`src/include/rsi_pkg.sv`:
```
// constants, states and carriers for the reset init and rtc sampler block
// assumes one 125 MHz primary clock that also serves as the platform bus clock
package rsi_pkg;

   // ---------------------------------------------------------------
   // timing
   // ---------------------------------------------------------------
   localparam int CLOCK_MHZ    = 125;  // primary clock rate
   localparam int MAIN_LOCK_US = 100;  // main pll lock, longest
   localparam int AUX_LOCK_US  = 50;   // local bus and peripheral bus plls
   // longest times round down; both come out exact at 125 MHz
   localparam int MAIN_LOCK_CYC = MAIN_LOCK_US * CLOCK_MHZ;
   localparam int AUX_LOCK_CYC  = AUX_LOCK_US * CLOCK_MHZ;
   localparam int CNT_W         = 14;  // holds 12500

   // ---------------------------------------------------------------
   // straps and reset values
   // ---------------------------------------------------------------
   localparam int               STRAP_W     = 8;
   localparam logic [STRAP_W-1:0] STRAP_RESET = 8'h00;
   localparam logic [CNT_W-1:0]   CNT_ZERO    = 14'h0000;

   // ---------------------------------------------------------------
   // types
   // ---------------------------------------------------------------
   // gray along hold, capture, pll wait, run
   typedef enum logic [1:0] {
      ST_HOLD     = 2'b00,
      ST_CAPTURE  = 2'b01,
      ST_PLL_WAIT = 2'b11,
      ST_RUN      = 2'b10
   } rsi_state_type;

   typedef struct packed {
      logic               hard_reset_in_n;
      logic               soft_reset_in_n;
      logic [STRAP_W-1:0] strap;
   } rsi_pins_type;

   typedef struct packed {
      logic main_pll;
      logic lbus_pll;
      logic ppb_pll;
   } rsi_lock_type;

   localparam rsi_pins_type PINS_RESET = '{1'b0, 1'b1, STRAP_RESET};
   localparam rsi_lock_type LOCK_NONE  = '{1'b0, 1'b0, 1'b0};

   typedef struct packed {
      rsi_pins_type       meta;       // first synchroniser stage
      rsi_pins_type       pins;       // second stage, safe to use
      rsi_state_type      state;
      logic [CNT_W-1:0]   cnt;
      rsi_lock_type       lock;
      logic [STRAP_W-1:0] strap_value;
      logic               straps_valid;
      logic               core_reset_n;
      logic               soft_reset_req;
   } rsi_ctl_type;

   typedef struct packed {
      logic meta;
      logic sync;
      logic prev;
      logic tick;
   } rsi_rtc_type;

endpackage : rsi_pkg

```
`src/rtl/rsi_rtc_sampler.sv`:
```
// real time clock sampler: synchronises the rtc pin and emits one tick per rising edge
// assumes the pin stays high and low for more than two clock periods each
`timescale 1ns/1ps
`default_nettype none

module rsi_rtc_sampler (
   // clock and reset
   input  wire logic clock,
   input  wire logic rst_n,
   input  wire logic clock_enable,
   // pin
   input  wire logic rtc_in,
   // synchronised result
   output logic      rtc_level,
   output logic      rtc_tick
);

   rsi_pkg::rsi_rtc_type r;
   rsi_pkg::rsi_rtc_type next_r;

   // ---------------------------------------------------------------
   // sampling
   // ---------------------------------------------------------------
   // edge taken from the second stage only; meta feeds nothing else
   always_comb begin
      next_r      = r;
      next_r.meta = rtc_in;
      next_r.sync = r.meta;
      next_r.prev = r.sync;
      // no frequency floor: a grounded pin simply never ticks
      next_r.tick = r.sync & ~r.prev;
   end

   // state register
   always_ff @(posedge clock or negedge rst_n) begin
      if (!rst_n) begin
         r <= '0;
      end else if (clock_enable) begin
         r <= next_r;
      end
   end

   assign rtc_level = r.sync;
   assign rtc_tick  = r.tick;

endmodule : rsi_rtc_sampler

`default_nettype wire

```
`src/rtl/rsi_reset_init.sv`:
```
// reset initialisation sequencer with strap capture, pll lock timing and rtc sampling
// assumes a board reset controller drives the reset and strap pins asynchronously
//
// Contract
// - rtc pin is synchronised on the platform clock and drives counters and core_tick_counter
// - no lowest rtc rate; rtc tied low must be harmless
// - main plls lock within 100 us, bus plls within 50 us
// - every cycle-counted reset interval is counted on the primary clock
`timescale 1ns/1ps
`default_nettype none

module rsi_reset_init #(
   parameter int MAIN_LOCK_CYCLES = rsi_pkg::MAIN_LOCK_CYC,
   parameter int AUX_LOCK_CYCLES  = rsi_pkg::AUX_LOCK_CYC
) (
   // clock and reset
   input  wire logic                        clock,
   input  wire logic                        rst_n,
   input  wire logic                        clock_enable,
   // board reset, strap and rtc pins
   input  wire logic                        hard_reset_in_n,
   input  wire logic                        soft_reset_in_n,
   input  wire logic [rsi_pkg::STRAP_W-1:0] strap_in,
   input  wire logic                        rtc_in,
   // captured configuration
   output logic      [rsi_pkg::STRAP_W-1:0] strap_value,
   output logic                             straps_valid,
   // pll lock and reset release
   output logic                             main_pll_locked,
   output logic                             lbus_pll_locked,
   output logic                             ppb_pll_locked,
   output logic                             core_reset_n,
   output logic                             soft_reset_req,
   // rtc feed to interrupt_controller counters and core_tick_counter
   output logic                             rtc_level,
   output logic                             rtc_tick
);

   // ---------------------------------------------------------------
   // lock limits
   // ---------------------------------------------------------------
   localparam logic [rsi_pkg::CNT_W-1:0] MAIN_LAST = rsi_pkg::CNT_W'(MAIN_LOCK_CYCLES - 1);
   localparam logic [rsi_pkg::CNT_W-1:0] AUX_LAST  = rsi_pkg::CNT_W'(AUX_LOCK_CYCLES - 1);

   rsi_pkg::rsi_ctl_type r;
   rsi_pkg::rsi_ctl_type next_r;

   // ---------------------------------------------------------------
   // sequencing
   // ---------------------------------------------------------------
   // one process for pins, state and counters; hard reset overrides all but the pin stages and strap_value
   always_comb begin
      next_r                 = r;
      next_r.meta.hard_reset_in_n = hard_reset_in_n;
      next_r.meta.soft_reset_in_n = soft_reset_in_n;
      next_r.meta.strap      = strap_in;
      next_r.pins            = r.meta;
      next_r.soft_reset_req  = 1'b0;
      if (!r.pins.hard_reset_in_n) begin
         // hold every derived output but strap_value, rtc_level and rtc_tick back while the board holds reset; strap_value keeps its last capture
         next_r.state        = rsi_pkg::ST_HOLD;
         next_r.cnt          = rsi_pkg::CNT_ZERO;
         next_r.lock         = rsi_pkg::LOCK_NONE;
         next_r.straps_valid = 1'b0;
         next_r.core_reset_n = 1'b0;
      end else begin
         case (r.state)
            rsi_pkg::ST_HOLD: begin
               // straps and reset share one pipeline delay, so setup and hold
               // seen at the pins carry over unchanged to this edge
               next_r.strap_value  = r.pins.strap;
               next_r.straps_valid = 1'b1;
               next_r.state        = rsi_pkg::ST_CAPTURE;
            end
            rsi_pkg::ST_CAPTURE: begin
               next_r.cnt   = rsi_pkg::CNT_ZERO;
               next_r.state = rsi_pkg::ST_PLL_WAIT;
            end
            rsi_pkg::ST_PLL_WAIT: begin
               // lock intervals counted in primary clock cycles
               if (r.cnt != {rsi_pkg::CNT_W{1'b1}}) begin
                  next_r.cnt = r.cnt + 1'b1;
               end
               if (r.cnt >= MAIN_LAST) begin
                  next_r.lock.main_pll = 1'b1;
               end
               if (r.cnt >= AUX_LAST) begin
                  next_r.lock.lbus_pll = 1'b1;
                  next_r.lock.ppb_pll  = 1'b1;
               end
               // release the core only once every pll reports lock
               if (next_r.lock.main_pll && next_r.lock.lbus_pll && next_r.lock.ppb_pll) begin
                  next_r.core_reset_n = 1'b1;
                  next_r.state        = rsi_pkg::ST_RUN;
               end
            end
            rsi_pkg::ST_RUN: begin
               // a level follow; the board's 3-cycle minimum keeps it clean
               next_r.soft_reset_req = ~r.pins.soft_reset_in_n;
            end
            default: begin
               next_r.state = rsi_pkg::ST_HOLD;
            end
         endcase
      end
   end

   // state register, frozen while the clock enable is low
   always_ff @(posedge clock or negedge rst_n) begin
      if (!rst_n) begin
         r.meta           <= rsi_pkg::PINS_RESET;
         r.pins           <= rsi_pkg::PINS_RESET;
         r.state          <= rsi_pkg::ST_HOLD;
         r.cnt            <= rsi_pkg::CNT_ZERO;
         r.lock           <= rsi_pkg::LOCK_NONE;
         r.strap_value    <= rsi_pkg::STRAP_RESET;
         r.straps_valid   <= 1'b0;
         r.core_reset_n   <= 1'b0;
         r.soft_reset_req <= 1'b0;
      end else if (clock_enable) begin
         r <= next_r;
      end
   end

   // ---------------------------------------------------------------
   // rtc sampling
   // ---------------------------------------------------------------
   rsi_rtc_sampler u_rtc (
      .clock        (clock),
      .rst_n        (rst_n),
      .clock_enable (clock_enable),
      .rtc_in       (rtc_in),
      .rtc_level    (rtc_level),
      .rtc_tick     (rtc_tick)
   );

   // outputs straight from flops
   assign strap_value     = r.strap_value;
   assign straps_valid    = r.straps_valid;
   assign main_pll_locked = r.lock.main_pll;
   assign lbus_pll_locked = r.lock.lbus_pll;
   assign ppb_pll_locked  = r.lock.ppb_pll;
   assign core_reset_n    = r.core_reset_n;
   assign soft_reset_req  = r.soft_reset_req;

endmodule : rsi_reset_init

`default_nettype wire

```
`config.mk`:
```
export PLATFORM = sky130hd
export DESIGN_NAME = rsi_reset_init
export DESIGN_NICKNAME = d
export VERILOG_FILES = /design/src/include/rsi_pkg.sv /design/src/rtl/rsi_rtc_sampler.sv /design/src/rtl/rsi_reset_init.sv
export SDC_FILE = /design/constraint.sdc
export NUM_CORES = 1
export LEC_CHECK = 0
export BUFFER_PORTS_ARGS = -buffer_cell sky130_fd_sc_hd__buf_2
export CORE_ASPECT_RATIO = 2
export CORE_UTILIZATION = 45
export CTS_CLUSTER_SIZE = 28
export DETAILED_ROUTE_END_ITERATION = 10
export PLACE_DENSITY = 0.64
export SLEW_MARGIN = 10
export SYNTH_ARGS = -nofsm -noshare
export SYNTH_HDL_FRONTEND = slang
export SYNTH_HIERARCHICAL = 1
export SYNTH_SLANG_ARGS = --single-unit
```
`constraint.sdc`:
```
create_clock -name clock -period 3.1 [get_ports clock]
set_clock_uncertainty 0.2 [all_clocks]
set_input_delay 0.465 -clock clock [delete_from_list [all_inputs] [get_ports clock]]
set_output_delay 0.465 -clock clock [all_outputs]
set_load 0.03 [all_outputs]
```
==> results.py <==
metrics = {
    "worst_hold_path": {
        "hold_path.class": "in -> async",
    },
    "timing": {
        "rsz0062_at_grt": "false",
        "worst_slack_ns": 0.662,
        "finalSetupViolCount": 0,
        "relSlewSlack_pct": 35.7,
        "finalCriticalPeriod_ns": 2.44,
        "period_share_pct": 78.6,
        "worst_slew_pin_slew_ns": 0.965,
        "fin_tns_setup_ns": 0,
        "max_freq_mhz": 410,
        "drv_slew": 0,
        "hold_viol": 0,
    },
    "power_and_ir_drop": {
        "comb_power_share_pct": 25.4,
        "swShare_pct": 33.7,
        "p_int_uw": 1150,
        "power.share.sequential_pct": 51.4,
        "share_clk_of_total_power_pct": 23.2,
        "p_sw_uw": 585,
        "ir_worst_vdd_mv": 0.604,
        "power_density_mw_per_mm2": 630,
        "leakage_uw": 0.00121,
    },
    "logic_synthesis": {
        "netlist_area_sq_mm": 0.00260,
        "syn_area_per_cell_sq_um": 11.2,
        "synth.top_cell.area_share_pct": 50.0,
        "yosys_warnings": 6,
        "synthTopCellsByCount": "52 x dfrtp_1, 32 x mux2_2, 21 x o21ai_0, 14 x nor2_1, 11 x nand2_1",
        "ys_seq_area_share_pct": 52.0,
        "synth_top_flop_cell": "dfrtp_1",
        "synth_seq_cells": 54,
        "synth_area_leaders": "dfrtp_1 50%, mux2_2 14%, o21ai_0 4.0%",
        "synth_most_common_cell": "dfrtp_1",
        "synth_edf_count": 0,
        "syn-instance-count": 232,
        "synth_top_area_cell": "dfrtp_1",
        "syn_nets": 249,
        "ys_types": 39,
        "synthArstFlopShare_pct": 100,
    },
    "die": {
        "io_pins": 30,
        "core_sq_mm": 0.00552,
        "die_area_sq_mm": 0.00611,
        "die_w_um": 55.8,
        "rows": 38,
        "die_h_um": 110,
        "start_util_pct": 47.2,
    },
    "final_layout": {
        "n_fill_cell": 523,
        "diodes": 0,
        "regArea_sq_mm": 0.00135,
        "multi_input_area_sq_mm": 0.00105,
        "drive_above_1_share_pct": 32.3,
        "syn_to_final_growth_pct": 5.72,
        "nets": 264,
    },
    "global_route": {
        "use_met1_pct": 19.5,
        "grt_pass1_wl_mm": 8.22,
        "grt_overflow": 0,
        "grt_max_degree": 46,
        "antenna_found_initial": 0,
        "grt_pass1_vias": 1782,
        "grt_use_met3_pct": 3.29,
        "busiest_layer": "met2",
        "grtUsageTotal_pct": 17.6,
        "grtUsageMet2_pct": 30.2,
    },
    "cts": {
        "cts_tree": "yes",
        "htreeDepth": 2,
        "clock_sinks": 54,
        "cts_setup_buffers": 0,
        "numCtsBuffers": 5,
        "cts_resized": 0,
        "root_buffer": "clkbuf_8",
        "clk_pin_slew_ns": 0.10,
        "clock_path_buffers": 2,
        "hold_buffers": 0,
        "insertion_delay_ns": 0.31,
    },
    "critical_path": {
        "cp-end-kind": "flip-flop",
        "r2r-start": "r[15]$_DFFE_PN0P_",
        "critPathKind": "reg -> reg",
        "crit_start": "r[15]$_DFFE_PN0P_",
        "reg2reg_depth": 6,
        "worstPathRequired_ns": 3.10,
        "cp_cell_sequence": "ha_1, nand4_1, or4_4, a21oi_4, nor4b_1, a211o_1",
        "start_kind": "flip-flop",
        "cp_slowest_cell": "or4_4",
        "r2r_setup_slack_ns": 0.66,
        "path_max_fanout": 14,
        "arrival_ns": 2.44,
        "regToRegEndpoint": "r[27]$_DFFE_PN0P_",
        "cp_slowest_stage_delay_ns": 0.54,
    },
    "place": {
        "dpl_worst_slack_ns": 0.698,
        "gp_congestion": 0.852,
        "io_buffers": 29,
        "dpl.hpwl_mm": 3.52,
    },
    "detailed_routing": {
        "ant_nets": 0,
        "vias": 1834,
        "drt_wl_total_mm": 4.90,
        "vias_per_cell": 5.95,
        "drtIter0Drc": 49,
        "drt_pass1_iterations": 4,
        "wl_per_cell_um": 15.9,
        "drc": 0,
    },
    "flow_run": {
        "drv_cap": 0,
    },
    "run_status": {
        "status": "finished, final reports clean",
    },
}
-- state kept, by name (all words and copies together) (netlist names) --
| signal | count |
|---|---|
| u_rtc/next_r | 1 |
| core_reset_n | 1 |
| r | 26 |
| strap_value | 8 |
| u_rtc/r | 1 |
| straps_valid | 1 |
| main_pll_locked | 1 |
| u_rtc/rtc_level | 1 |
| ppb_pll_locked | 1 |
| u_rtc/rtc_tick | 1 |
| next_r | 10 |
| soft_reset_req | 1 |
| lbus_pll_locked | 1 |
-- metal layers --
metal / vias to the layer above / wire length (um)
met5: - / 0
met4: 0 / 170
met3: 15 / 191
met2: 61 / 2630
met1: 907 / 1910
li1: 851 / -
-- cells by family (layout without fill, tap and decap cells) --
family / after synthesis / after routing / synth area share, %
adder cells (fa/ha/maj): 3 / 3 / 1.44
buffers and inverters: 29 / 45 / 7.69
flip-flops: 54 / 54 / 52.0
multiplexers: 33 / 33 / 14.2
AO/OA/AOI/OAI: 47 / 47 / 10.9
AND/OR/NAND/NOR: 66 / 66 / 13.7
-- cells in the final DEF, fill, tap and decap left out, types with 3 or more instances in the layout --
cell type	n
ha_1	3
nand3_1	9
buf_2	29
clkbuf_8	5
nand4_1	7
nor3_1	3
nand2_1	11
nor4_1	5
o31ai_1	3
a21oi_1	9
inv_1	6
o21ai_0	21
dfrtp_1	52
nor2_1	14
mux2_2	32
a31oi_1	6
-- worst max-delay path, delay by kind of cell (launching register included) --
kind	cells	cell delay, ns
AND/OR/NAND/NOR	3	0.76
AO/OA/AOI/OAI	2	0.64
flip-flops	1	0.46
adder cells (fa/ha/maj)	1	0.27
-- how the worst max path moves through the flow --
stage	end	slack, ns	cells after the start
floorplan	r[14]$_DFFE_PN0P_	1.02	6
global placement	r[27]$_DFFE_PN0P_	0.73	6
detailed placement	r[27]$_DFFE_PN0P_	0.70	6
CTS	r[27]$_DFFE_PN0P_	0.67	6
global route	r[27]$_DFFE_PN0P_	0.56	6
finish	r[27]$_DFFE_PN0P_	0.66	6
-- layout make-up --
class                           count  share of cell area (%)
Clock buffer                        5                    2.50
Clock inverter                      3                   0.818
Inverter                            6                   0.818
Tap cell                           60                    2.73
Sequential cell                    54                    49.2
Timing Repair Buffer               31                    5.82
Multi-Input combinational cell    149                    38.1
-- through the flow --
step	power [uW]	hold WS, ns	area, sq um	instances	util (%)
after global routing	1830	0.165	2750	308	49.9
final	1730	0.0907	2750	308	49.9
after global placement	1340	0.284	2660	300	48.3
after detailed placement	1350	0.290	2660	300	48.3
after floorplan	1300	-0.0306	2600	232	-
after CTS	1760	0.130	2750	308	49.9
-- power groups by stage --
stage	Combinational [uW]	Clock (uW)	Sequential (uW)
after detailed placement	443	0	907
final	440	402	892
after floorplan	401	0	899
after CTS	444	421	893
after global placement	439	0	903
after global routing	472	445	911
Note: power is estimated with default switching activity, not from simulation.
